--- config.mk ---
export PLATFORM = sky130hd
export DESIGN_NAME = ctp_timer_pair
export DESIGN_NICKNAME = d
export VERILOG_FILES = /design/src/ctp_sync.v /design/src/ctp_prescale.v /design/src/ctp_timer_pair.v
export VERILOG_INCLUDE_DIRS = /design/src
export SDC_FILE = /design/constraint.sdc
export NUM_CORES = 1
export LEC_CHECK = 0
export BUFFER_PORTS_ARGS = -buffer_cell sky130_fd_sc_hd__buf_2
export CORE_MARGIN = 5
export CORE_UTILIZATION = 59
export CTS_BUF_LIST = sky130_fd_sc_hd__clkbuf_16
export DETAILED_ROUTE_END_ITERATION = 16
export HOLD_SLACK_MARGIN = 0.02
export PLACE_DENSITY = 0.81
export SLEW_MARGIN = 20
export SYNTH_ARGS = -nofsm -noshare
export SYNTH_HDL_FRONTEND = slang
export SYNTH_HIERARCHICAL = 1
export SYNTH_SLANG_ARGS = --single-unit
--- constraint.sdc ---
create_clock -name clk_i -period 4.48 [get_ports clk_i]
set_input_delay 1.12 -clock clk_i [delete_from_list [all_inputs] [get_ports clk_i]]
set_output_delay 1.12 -clock clk_i [all_outputs]
set_load 0.05 [all_outputs]
--- src/ctp_defines.vh ---
// register map, field positions and timing constants for the cascadable timer pair
// Notes on behaviour
// - joined pair runs while even run_enable set
// - independent odd timer runs on its run_enable
// - idle_halt set suspends counting during idle
// - gate bit used only with internal clock
// - prescale codes 00,01,10,11 give 1,8,64,256
// - pair_join set merges timers into 32 bits
// - pair_join clear gives two separate timers
// - even clock_source_select picks pin rising edge
// - odd clock_source_select picks own pin edge
// - odd control ignored while pair joined
// - unimplemented control bits read as zero
// - even counter low word, odd high word
// - even inputs drive pair, odd flag reports
// - odd period upper word, even period lower
`ifndef CTP_DEFINES_VH
`define CTP_DEFINES_VH
// word byte offsets
`define CTP_OFF_EVEN_CTRL 6'h00
`define CTP_OFF_ODD_CTRL 6'h04
`define CTP_OFF_EVEN_CNT 6'h08
`define CTP_OFF_ODD_CNT 6'h0C
`define CTP_OFF_EVEN_PER 6'h10
`define CTP_OFF_ODD_PER 6'h14
`define CTP_OFF_IRQ_STAT 6'h18
`define CTP_OFF_IRQ_MASK 6'h1C
`define CTP_OFF_IDLE 6'h20
// control fields
`define CTP_BIT_RUN 15
`define CTP_BIT_IDLE_HALT 13
`define CTP_BIT_GATE 6
`define CTP_BIT_PS_HI 5
`define CTP_BIT_PS_LO 4
`define CTP_BIT_JOIN 3
`define CTP_BIT_CS 1
// writable bits of each control register
`define CTP_EVEN_CTRL_MASK 16'hA07A
`define CTP_ODD_CTRL_MASK 16'hA072
// reset values
`define CTP_CTRL_RST 16'h0000
`define CTP_PER_RST 16'hFFFF
// interrupt status bits
`define CTP_IRQ_EVEN 0
`define CTP_IRQ_ODD 1
// internal clock is the system clock divided by two
`define CTP_INT_DIV 1'b1
`endif

--- src/ctp_sync.v ---
// two-flop synchroniser with rising and falling edge detect
`timescale 1ns/1ps
module ctp_sync (
  // clock and reset
  input wire clk_i,
  input wire resetn_i,
  // raw pin
  input wire pin_i,
  // synchronised level and edges
  output wire level_o,
  output wire rise_o,
  output wire fall_o
);
  reg meta_r; // first stage, read only by stage two
  reg sync_r; // second stage
  reg last_r; // delayed copy for edges

  // synchronise then delay once
  always @(posedge clk_i) begin
    if (!resetn_i) begin
      meta_r <= 1'b0;
      sync_r <= 1'b0;
      last_r <= 1'b0;
    end else begin
      meta_r <= pin_i;
      sync_r <= meta_r;
      last_r <= sync_r;
    end
  end

  assign level_o = sync_r;
  assign rise_o = sync_r & ~last_r;
  assign fall_o = ~sync_r & last_r;
endmodule // ctp_sync

--- src/ctp_prescale.v ---
// prescaler: one tick per 1, 8, 64 or 256 input ticks
`timescale 1ns/1ps
`include "ctp_defines.vh"
module ctp_prescale (
  // clock and reset
  input wire clk_i,
  input wire resetn_i,
  // control
  input wire clear_i,
  input wire [1:0] select_i,
  input wire tick_i,
  // divided tick
  output wire tick_o
);
  reg [7:0] cnt_r; // input tick counter
  reg [7:0] top;  // last count of a cycle

  // terminal count from prescale code
  always @* begin
    case (select_i)
      2'b00: top = 8'h00;
      2'b01: top = 8'h07;
      2'b10: top = 8'h3F;
      2'b11: top = 8'hFF;
      default: top = 8'h00;
    endcase
  end

  assign tick_o = tick_i & (cnt_r == top);

  // count input ticks, wrap at top
  always @(posedge clk_i) begin
    if (!resetn_i || clear_i) begin
      cnt_r <= 8'h00;
    end else if (tick_i) begin
      if (cnt_r == top) begin
        cnt_r <= 8'h00;
      end else begin
        cnt_r <= cnt_r + 8'h01;
      end
    end
  end
endmodule // ctp_prescale

--- src/ctp_timer_pair.v ---
// cascadable pair of 16-bit timers with wishbone register access
`timescale 1ns/1ps
`include "ctp_defines.vh"
module ctp_timer_pair (
  // clock and reset
  input wire clk_i,
  input wire resetn_i,
  // wishbone slave
  input wire wb_cyc_i,
  input wire wb_stb_i,
  input wire wb_we_i,
  input wire [5:0] wb_adr_i,
  input wire [3:0] wb_sel_i,
  input wire [31:0] wb_dat_i,
  output reg [31:0] wb_dat_o,
  output wire wb_ack_o,
  output wire wb_err_o,
  // device state
  input wire idle_i,
  // external pins
  input wire even_ext_clock_pin_i,
  input wire even_gate_pin_i,
  input wire odd_ext_clock_pin_i,
  input wire odd_gate_pin_i,
  // interrupt
  output wire irq_o
);
  // control and data registers
  reg [15:0] even_ctrl_r; // even_timer_control
  reg [15:0] odd_ctrl_r; // odd_timer_control
  reg [15:0] even_cnt_r; // even counter, low word when joined
  reg [15:0] odd_cnt_r; // odd counter, high word when joined
  reg [15:0] even_per_r; // even_period_register
  reg [15:0] odd_per_r; // odd_period_register
  reg [1:0] irq_stat_r; // sticky flags
  reg [1:0] irq_mask_r; // enables
  reg sw_idle_r; // software idle request
  reg ack_r; // bus answer
  reg half_r; // internal clock divider
  reg [15:0] even_cnt_nxt;
  reg [15:0] odd_cnt_nxt;
  reg even_match;
  reg odd_match;

  // pin synchronisers
  wire eck_rise;
  wire ogt_fall;
  wire eg_lvl;
  wire oc_rise;
  wire og_lvl;
  wire eg_fall;

  ctp_sync u_eck (.clk_i(clk_i), .resetn_i(resetn_i), .pin_i(even_ext_clock_pin_i),
    .level_o(), .rise_o(eck_rise), .fall_o());
  ctp_sync u_egt (.clk_i(clk_i), .resetn_i(resetn_i), .pin_i(even_gate_pin_i),
    .level_o(eg_lvl), .rise_o(), .fall_o(eg_fall));
  ctp_sync u_ock (.clk_i(clk_i), .resetn_i(resetn_i), .pin_i(odd_ext_clock_pin_i),
    .level_o(), .rise_o(oc_rise), .fall_o());
  ctp_sync u_ogt (.clk_i(clk_i), .resetn_i(resetn_i), .pin_i(odd_gate_pin_i),
    .level_o(og_lvl), .rise_o(), .fall_o(ogt_fall));

  // idle is the pin or the software request
  wire idle = idle_i | sw_idle_r;
  wire pair_join = even_ctrl_r[`CTP_BIT_JOIN];

  // raw tick for one timer from its own control word
  function raw_tick;
    input [15:0] ctrl;
    input ext_rise;
    input gate_lvl;
    input half;
    input idl;
    begin
      if (!ctrl[`CTP_BIT_RUN]) begin
        raw_tick = 1'b0;
      end else if (ctrl[`CTP_BIT_IDLE_HALT] && idl) begin
        raw_tick = 1'b0;
      end else if (ctrl[`CTP_BIT_CS]) begin
        raw_tick = ext_rise; // gate ignored
      end else if (ctrl[`CTP_BIT_GATE]) begin
        raw_tick = half & gate_lvl;
      end else begin
        raw_tick = half;
      end
    end
  endfunction

  // even control also drives the joined pair
  wire even_raw = raw_tick(even_ctrl_r, eck_rise, eg_lvl, half_r, idle);
  // odd control ignored while joined
  wire odd_raw = pair_join ? 1'b0 : raw_tick(odd_ctrl_r, oc_rise, og_lvl, half_r, idle);

  wire even_tick;
  wire odd_tick;
  ctp_prescale u_pse (.clk_i(clk_i), .resetn_i(resetn_i),
    .clear_i(~even_ctrl_r[`CTP_BIT_RUN]), .select_i(even_ctrl_r[`CTP_BIT_PS_HI:`CTP_BIT_PS_LO]),
    .tick_i(even_raw), .tick_o(even_tick));
  ctp_prescale u_pso (.clk_i(clk_i), .resetn_i(resetn_i),
    .clear_i(~odd_ctrl_r[`CTP_BIT_RUN] | pair_join),
    .select_i(odd_ctrl_r[`CTP_BIT_PS_HI:`CTP_BIT_PS_LO]),
    .tick_i(odd_raw), .tick_o(odd_tick));

  // bus decode
  wire bus_req = wb_cyc_i & wb_stb_i & ~ack_r;
  wire bus_wr = bus_req & wb_we_i;
  wire bus_rd = bus_req & ~wb_we_i;
  reg mapped;
  always @* begin
    case (wb_adr_i)
      `CTP_OFF_EVEN_CTRL, `CTP_OFF_ODD_CTRL, `CTP_OFF_EVEN_CNT, `CTP_OFF_ODD_CNT,
      `CTP_OFF_EVEN_PER, `CTP_OFF_ODD_PER, `CTP_OFF_IRQ_STAT, `CTP_OFF_IRQ_MASK,
      `CTP_OFF_IDLE: mapped = 1'b1;
      default: mapped = 1'b0;
    endcase
  end
  assign wb_ack_o = ack_r & mapped;
  assign wb_err_o = ack_r & ~mapped;
  wire lo_wr = bus_wr & wb_sel_i[0];
  wire hi_wr = bus_wr & wb_sel_i[1];

  // byte-lane merge of a 16-bit register
  function [15:0] merge16;
    input [15:0] old;
    input [15:0] dat;
    input lo;
    input hi;
    begin
      merge16 = {hi ? dat[15:8] : old[15:8], lo ? dat[7:0] : old[7:0]};
    end
  endfunction

  // counter next values and period matches
  always @* begin
    even_cnt_nxt = even_cnt_r;
    odd_cnt_nxt = odd_cnt_r;
    even_match = 1'b0;
    odd_match = 1'b0;
    if (pair_join) begin
      if (even_tick) begin
        if ({odd_cnt_r, even_cnt_r} == {odd_per_r, even_per_r}) begin
          even_cnt_nxt = 16'h0000;
          odd_cnt_nxt = 16'h0000;
          odd_match = 1'b1;
        end else begin
          {odd_cnt_nxt, even_cnt_nxt} = {odd_cnt_r, even_cnt_r} + 32'h00000001;
        end
      end
    end else begin
      if (even_tick) begin
        if (even_cnt_r == even_per_r) begin
          even_cnt_nxt = 16'h0000;
          even_match = 1'b1;
        end else begin
          even_cnt_nxt = even_cnt_r + 16'h0001;
        end
      end
      if (odd_tick) begin
        if (odd_cnt_r == odd_per_r) begin
          odd_cnt_nxt = 16'h0000;
          odd_match = 1'b1;
        end else begin
          odd_cnt_nxt = odd_cnt_r + 16'h0001;
        end
      end
    end
  end

  // gated accumulation end also flags
  wire even_gate_evt = even_ctrl_r[`CTP_BIT_RUN] & even_ctrl_r[`CTP_BIT_GATE] &
    ~even_ctrl_r[`CTP_BIT_CS] & eg_fall;
  wire odd_gate_evt = ~pair_join & odd_ctrl_r[`CTP_BIT_RUN] & odd_ctrl_r[`CTP_BIT_GATE] &
    ~odd_ctrl_r[`CTP_BIT_CS] & ogt_fall;
  wire [1:0] evt = {odd_match | (pair_join & even_gate_evt) | odd_gate_evt,
    even_match | (~pair_join & even_gate_evt)};

  // registers, counters and flags
  always @(posedge clk_i) begin
    if (!resetn_i) begin
      even_ctrl_r <= `CTP_CTRL_RST;
      odd_ctrl_r <= `CTP_CTRL_RST;
      even_cnt_r <= 16'h0000;
      odd_cnt_r <= 16'h0000;
      even_per_r <= `CTP_PER_RST;
      odd_per_r <= `CTP_PER_RST;
      irq_stat_r <= 2'b00;
      irq_mask_r <= 2'b00;
      sw_idle_r <= 1'b0;
      ack_r <= 1'b0;
      half_r <= 1'b0;
    end else begin
      ack_r <= bus_req;
      half_r <= ~half_r;
      even_cnt_r <= even_cnt_nxt;
      odd_cnt_r <= odd_cnt_nxt;
      // read clears, new event wins
      if (bus_rd && wb_adr_i == `CTP_OFF_IRQ_STAT) begin
        irq_stat_r <= evt;
      end else begin
        irq_stat_r <= irq_stat_r | evt;
      end
      if (bus_wr) begin
        case (wb_adr_i)
          `CTP_OFF_EVEN_CTRL: even_ctrl_r <= merge16(even_ctrl_r, wb_dat_i[15:0], lo_wr,
            hi_wr) & `CTP_EVEN_CTRL_MASK;
          `CTP_OFF_ODD_CTRL: odd_ctrl_r <= merge16(odd_ctrl_r, wb_dat_i[15:0], lo_wr,
            hi_wr) & `CTP_ODD_CTRL_MASK;
          `CTP_OFF_EVEN_CNT: even_cnt_r <= merge16(even_cnt_r, wb_dat_i[15:0], lo_wr, hi_wr);
          `CTP_OFF_ODD_CNT: odd_cnt_r <= merge16(odd_cnt_r, wb_dat_i[15:0], lo_wr, hi_wr);
          `CTP_OFF_EVEN_PER: even_per_r <= merge16(even_per_r, wb_dat_i[15:0], lo_wr, hi_wr);
          `CTP_OFF_ODD_PER: odd_per_r <= merge16(odd_per_r, wb_dat_i[15:0], lo_wr, hi_wr);
          `CTP_OFF_IRQ_MASK: begin
            if (lo_wr) begin
              irq_mask_r <= wb_dat_i[1:0];
            end
          end
          `CTP_OFF_IDLE: begin
            if (lo_wr) begin
              sw_idle_r <= wb_dat_i[0];
            end
          end
          default: begin
          end
        endcase
      end
    end
  end

  // registered read data
  always @(posedge clk_i) begin
    if (!resetn_i) begin
      wb_dat_o <= 32'h00000000;
    end else if (bus_rd) begin
      case (wb_adr_i)
        `CTP_OFF_EVEN_CTRL: wb_dat_o <= {16'h0000, even_ctrl_r};
        `CTP_OFF_ODD_CTRL: wb_dat_o <= {16'h0000, odd_ctrl_r};
        `CTP_OFF_EVEN_CNT: wb_dat_o <= {16'h0000, even_cnt_r};
        `CTP_OFF_ODD_CNT: wb_dat_o <= {16'h0000, odd_cnt_r};
        `CTP_OFF_EVEN_PER: wb_dat_o <= {16'h0000, even_per_r};
        `CTP_OFF_ODD_PER: wb_dat_o <= {16'h0000, odd_per_r};
        `CTP_OFF_IRQ_STAT: wb_dat_o <= {30'h00000000, irq_stat_r};
        `CTP_OFF_IRQ_MASK: wb_dat_o <= {30'h00000000, irq_mask_r};
        `CTP_OFF_IDLE: wb_dat_o <= {31'h00000000, sw_idle_r};
        default: wb_dat_o <= 32'h00000000;
      endcase
    end
  end

  // level interrupt from unmasked flags
  assign irq_o = |(irq_stat_r & irq_mask_r);
endmodule // ctp_timer_pair

# [Yosys cells after proc, flatten, opt, wreduce, memory -nomap -nowiden]
# Index checks and enable logic that the tools add are counted.
[totals] ff_bits=144 inputBits=52 output_inout_bits=35
[op_classes] n_addsub=5 eq_ne=23 mux=40 bitwise=45 n_reduce_logical=21
[ops] operator="16-bit two-way mux" count=14
[ops] operator="16-bit case mux with 9 select lines" count=1
[ops] operator="8-bit case mux with 4 select lines" count=2
[ops] operator="16-bit by 1-bit adder with 16-bit output, second input constant" count=2
[ops] operator="32-bit by 1-bit adder with 32-bit output, second input constant" count=1
[ops] operator="16-bit equality test" count=2
[ops] operator="32-bit equality test" count=1
[ops] operator="8-bit two-way mux" count=4
[ops] operator="3-bit AND reduction" count=10
[ops] operator="1-bit bitwise AND" count=25
[ops] operator="6-bit by 5-bit equality test with 1-bit output, second input constant" count=4
[ops] operator="1-bit two-way mux" count=18
[ops] operator="8-bit by 1-bit adder with 8-bit output, second input constant" count=2
[ops] operator="8-bit equality test" count=2
[ops] operator="1-bit NOT" count=13
[ops] operator="6-bit by 4-bit equality test with 1-bit output, second input constant" count=2
[ops] operator="3-bit != test, second input constant" count=4
[ops] operator="9-bit OR reduction" count=1
[ops] operator="2-bit equality test, second input constant" count=4
[ops] operator="6-bit by 3-bit equality test with 1-bit output, second input constant" count=1
[ops] operator="6-bit equality test, second input constant" count=1
[ops] operator="6-bit zero test" count=1
[ops] operator="1-bit bitwise OR" count=5
[ops] operator="2-bit by 1-bit equality test with 1-bit output, second input constant" count=2
[ops] operator="8 further kinds" count=12

# [Logic depth before layout (Yosys ltp)]
[depth] word_depth=13 ltp_mapped=13 depth_no_buf=13

# [Modules after synthesis]
# The synthesis kept the hierarchy.
[modules_own_cells] mod="ctp_timer_pair" n_inst=1 cells_each=799 area_per_inst_um2=6221.0 seq_area_each_um2=2001.9
[modules_own_cells] mod="ctp_prescale" n_inst=2 cells_each=46 area_per_inst_um2=422.9 seq_area_each_um2=160.2
[modules_own_cells] mod="ctp_sync" n_inst=4 cells_each=8 area_per_inst_um2=91.3 seq_area_each_um2=60.1

# [Worst setup path after synthesis]
# No wires, ideal clock.
[synth_path] path_type="input -> output" from="input port wb_adr_i[2]" to="output port wb_err_o" t_arrival_ps=2831 required_time_ps=3360 slack_ps=529 cell_stages=4 path_cell_list="buf_1 > nor3_1 > nand2b_1 > a21boi_0"
[synth_via] elab_chain_cells=5
[synth_lines] item="from (decl)" line="ctp_timer_pair.v:12" rtl="input wire [5:0] wb_adr_i,"
[synth_lines] item="6-bit by 5-bit equality test with 1-bit output (tied with other cells)" line="ctp_timer_pair.v:109" rtl="case (wb_adr_i)"
[synth_lines] item="9-bit OR reduction *" line="ctp_timer_pair.v:109"
[synth_lines] item="1-bit two-way mux *" line="ctp_timer_pair.v:109"
[synth_lines] item="1-bit NOT *" line="ctp_timer_pair.v:117" rtl="assign wb_err_o = ack_r & ~mapped;"
[synth_lines] item="1-bit bitwise AND *" line="ctp_timer_pair.v:117"
[synth_lines] item="to (decl)" line="ctp_timer_pair.v:17" rtl="output wire wb_err_o,"
# Every way passes the cells marked *; elsewhere a longest branch is shown, timed or not.

# [Final worst setup path]
[layout_path] from="input port idle_i" to="register odd_cnt_r[8]"
[layout_rtl] item="from (decl)" line="ctp_timer_pair.v:19" rtl="input wire idle_i,"
[layout_rtl] item="1-bit bitwise OR *" line="ctp_timer_pair.v:63" rtl="wire idle = idle_i | sw_idle_r;"
[layout_rtl] item="1-bit logical AND *" line="ctp_timer_pair.v:76" rtl="end else if (ctrl[`CTP_BIT_IDLE_HALT] && idl) begin"
[layout_rtl] item="1-bit two-way mux *" line="ctp_timer_pair.v:76"
[layout_rtl] item="1-bit two-way mux *" line="ctp_timer_pair.v:74" rtl="if (!ctrl[`CTP_BIT_RUN]) begin"
[layout_rtl] item="named net even_raw" line="ctp_timer_pair.v:89" rtl="wire even_raw = raw_tick(even_ctrl_r, eck_rise, eg_lvl, half_r, idle);"
[layout_rtl] item="1-bit bitwise AND *" line="ctp_prescale.v:29" rtl="assign tick_o = tick_i & (cnt_r == top);"
[layout_rtl] item="named net even_tick" line="ctp_timer_pair.v:93" rtl="wire even_tick;"
[layout_rtl] item="16-bit two-way mux *" line="ctp_timer_pair.v:139" rtl="if (even_tick) begin"
[layout_rtl] item="16-bit two-way mux *" line="ctp_timer_pair.v:138" rtl="if (pair_join) begin"
[layout_rtl] item="16-bit two-way mux" line="ctp_timer_pair.v:202" rtl="case (wb_adr_i)"
[layout_rtl] item="16-bit two-way mux *" line="ctp_timer_pair.v:201" rtl="if (bus_wr) begin"
[layout_rtl] item="to (signal assigned)" line="ctp_timer_pair.v:194" rtl="odd_cnt_r <= odd_cnt_nxt;"
[layout_rtl] item="to (signal assigned)" line="ctp_timer_pair.v:208" rtl="`CTP_OFF_ODD_CNT: odd_cnt_r <= merge16(odd_cnt_r, wb_dat_i[15:0], lo_wr, hi_wr);"
[layout_rtl] item="to (decl)" line="ctp_timer_pair.v:32" rtl="reg [15:0] odd_cnt_r;"
# Mark *: on every way through the listed nets, which the timed path passes. The rest lies on a longest branch.
# A chain may end at the register's enable or synchronous reset.

==> qor.txt <==
CTS H-tree depth: 4
Vias per cell: 6.133
GR Overflow Total: 0
Hold_buf cts: 0
Initial antenna violation count: 0
First-pass GRT wire length: 32,490 microns
CTS tree: built
Worst-path clk slew: 0.05 ns
Status: complete, no violations
Sink Count: 128
N_diodes: 0
Syn Area/Cell: 8.060 sq um
Initial Utilization: 0.5942
Leakage: 3.174 nW
Relative slew margins: 0.3424
Crit path DAT: 3.75 ns
DR WL/cell: 18.20 microns
Post-layout power: 2.765 mW
TNS Setup: 0 ns
Clock latency on the worst-skew pair: 0.43 ns
Max cap viols: 0
Share of layout cells above drive strength 1: 0.1258
Post-route design area: 8255 sq um
Via Count: 6,906
Setup CP Type: input pin to flip-flop
Vias in the first global route: 6,114
Row Count: 41
TritonCTS Buffers: 17
Fin crit period: 3.429 ns
Layout fillers: 1,078
FMAX: 291.7 MHz
Detail Route Antenna Nets: 0
Area Growth Syn to Fin: 11.45%
CP endpoint kind: flip-flop
DRC marker count from the first detailed-route iteration: 983
Gate Count Post-Synth: 919
Pins over their slew limit: 0
Final hold slack: 0.4325 ns
Area of the mapped netlist: 7407 sq um
WL final: 20,490 microns
Die span in x: 122.0 microns
Final hold viol count: 0
R2R Path Start: even_ctrl_r[6]
RSZ-0062 raised after global routing: no
Clock root buffer: clkbuf_16
Setup-failing EPs final: 0
Post-CTS setup buffers: 0
Hold WC Path Type: flip-flop to flip-flop
Cell count of the worst reg-to-reg path: 14
CP required: 4.80 ns
Core Util, Final: 0.6623
Reg-to-reg endpoint: odd_cnt_r[8]
Largest net degree at the start of global routing: 93
Reg2reg setup slack: 1.26 ns
Peak supply drop: 0.2816 mV
Die ar.: 14,900 sq um
Final Cycle Share: 0.7653
Final GP Congestion: 0.9502
Core Area: 12,470 sq um
GRT Total Usage: 0.2794
Worst Tran Pin Value: 0.9783 ns
Pwr per Cell Area: 334.9 nW/um^2
I/O pin count: 87
Drt pass-1 iters: 7
DRC Markers: 0
Port Buffers: 52
Post-DP HPWL: 14,380 microns
Nets: 998
Clock Skew: 0.008565 ns
Die Y: 122.0 microns
CP Launch Point: idle_i
Post_cts resized: 0
CP endpoint: odd_cnt_r[8]
CP Max Fanout: 9
Warnings from Yosys: 6
Longest Clk Path Bufs: 2
Placed cell area: 7654 sq um
Kind of start point of the critical path: input pin
==> layout make-up <==
class	instances	area (sq um)	share of cell area
clock buffer	17	425.4	0.05153
clock inverter	14	176.4	0.02137
inverter	21	78.83	0.009548
multi-input combinational	707	4422	0.5356
sequential	128	2562	0.3104
tap	172	215.2	0.02607
timing repair buffer	67	375.4	0.04547
==> cells in the final DEF, fill, tap and decap left out, types with 4 or more instances in the layout <==
| cell type | n |
|---|---|
| inv_1 | 23 |
| dfxtp_1 | 128 |
| a21oi_1 | 20 |
| nand4_1 | 32 |
| mux2i_1 | 10 |
| conb_1 | 16 |
| a22o_1 | 9 |
| a222oi_1 | 8 |
| a221oi_1 | 7 |
| xnor2_1 | 48 |
| clkbuf_16 | 17 |
| mux2_2 | 7 |
| nor2b_1 | 19 |
| ha_1 | 4 |
| a31oi_1 | 25 |
| a22oi_1 | 8 |
| nor2_1 | 36 |
| nor4_1 | 8 |
| and3_1 | 15 |
| a21boi_0 | 15 |
| nand2b_1 | 14 |
| nand3_1 | 61 |
| o221ai_1 | 11 |
| and2_1 | 16 |
| buf_4 | 16 |
| buf_2 | 51 |
| nand2_1 | 153 |
| o21ai_0 | 40 |
| xor2_1 | 38 |
| bufinv_16 | 4 |
| nor3_1 | 16 |
| o211a_1 | 13 |
==> metrics by stage <==
stage	instances	setup WS (ns)
6_report	1126	1.051
5_1_grt	1126	0.8985
4_1_cts	1126	1.106
3_5_place_dp	1095	0.7072
3_3_place_gp	1095	0.8063
2_1_floorplan	934	0.5291
==> worst min-delay path by stage <==
stage	startpoint	end	slack, ns	cells past startpoint
global placement	u_eck/meta_r	u_eck/level_o	0.41	1
detailed placement	u_ogt/meta_r	u_ogt/level_o	0.42	1
CTS	u_ogt/meta_r	u_ogt/level_o	0.44	1
global route	u_ogt/meta_r	u_ogt/level_o	0.46	1
floorplan	half_r	half_r	0.40	1
finish	u_ogt/meta_r	u_ogt/level_o	0.43	1
==> power breakdown <==
part	switching, mW	internal [mW]	leakage (nW)
clock	0.507	0.916	0.296
sequential	0.00822	1.15	1.04
combinational	0.136	0.0462	1.84
total	0.650	2.11	3.17
==> registers in the layout (all words and copies together) (netlist names), 2 cells and up <==
signal       count
odd_per_r       16
even_per_r      16
u_pso/cnt_r      8
odd_ctrl_r       6
wb_dat_o        16
even_cnt_r      16
u_pse/cnt_r      8
irq_stat_r       2
even_ctrl_r      7
odd_cnt_r       16
irq_mask_r       2
==> metal layers <==
metal / wire length [microns] / vias up / global-route usage
li1: - / 3289 / -
met1: 8471 / 3200 / 0.3864
met2: 9314 / 354 / 0.4189
met3: 2055 / 63 / 0.07428
met4: 652 / 0 / 0.1029
met5: 0 / - / 0
==> critical path, stage by stage <==
cell,delay (ns)
buf_2,0.11
o21ai_0,0.12
and3_1,0.32
o21ai_1,0.19
nor3_1,0.20
buf_4,0.21
nand4_1,0.28
nor4_2,0.30
buf_4,0.23
nand4_1,0.13
xnor2_1,0.20
o221ai_1,0.15
o211a_1,0.17
Note: power is estimated with default switching activity, not from simulation.
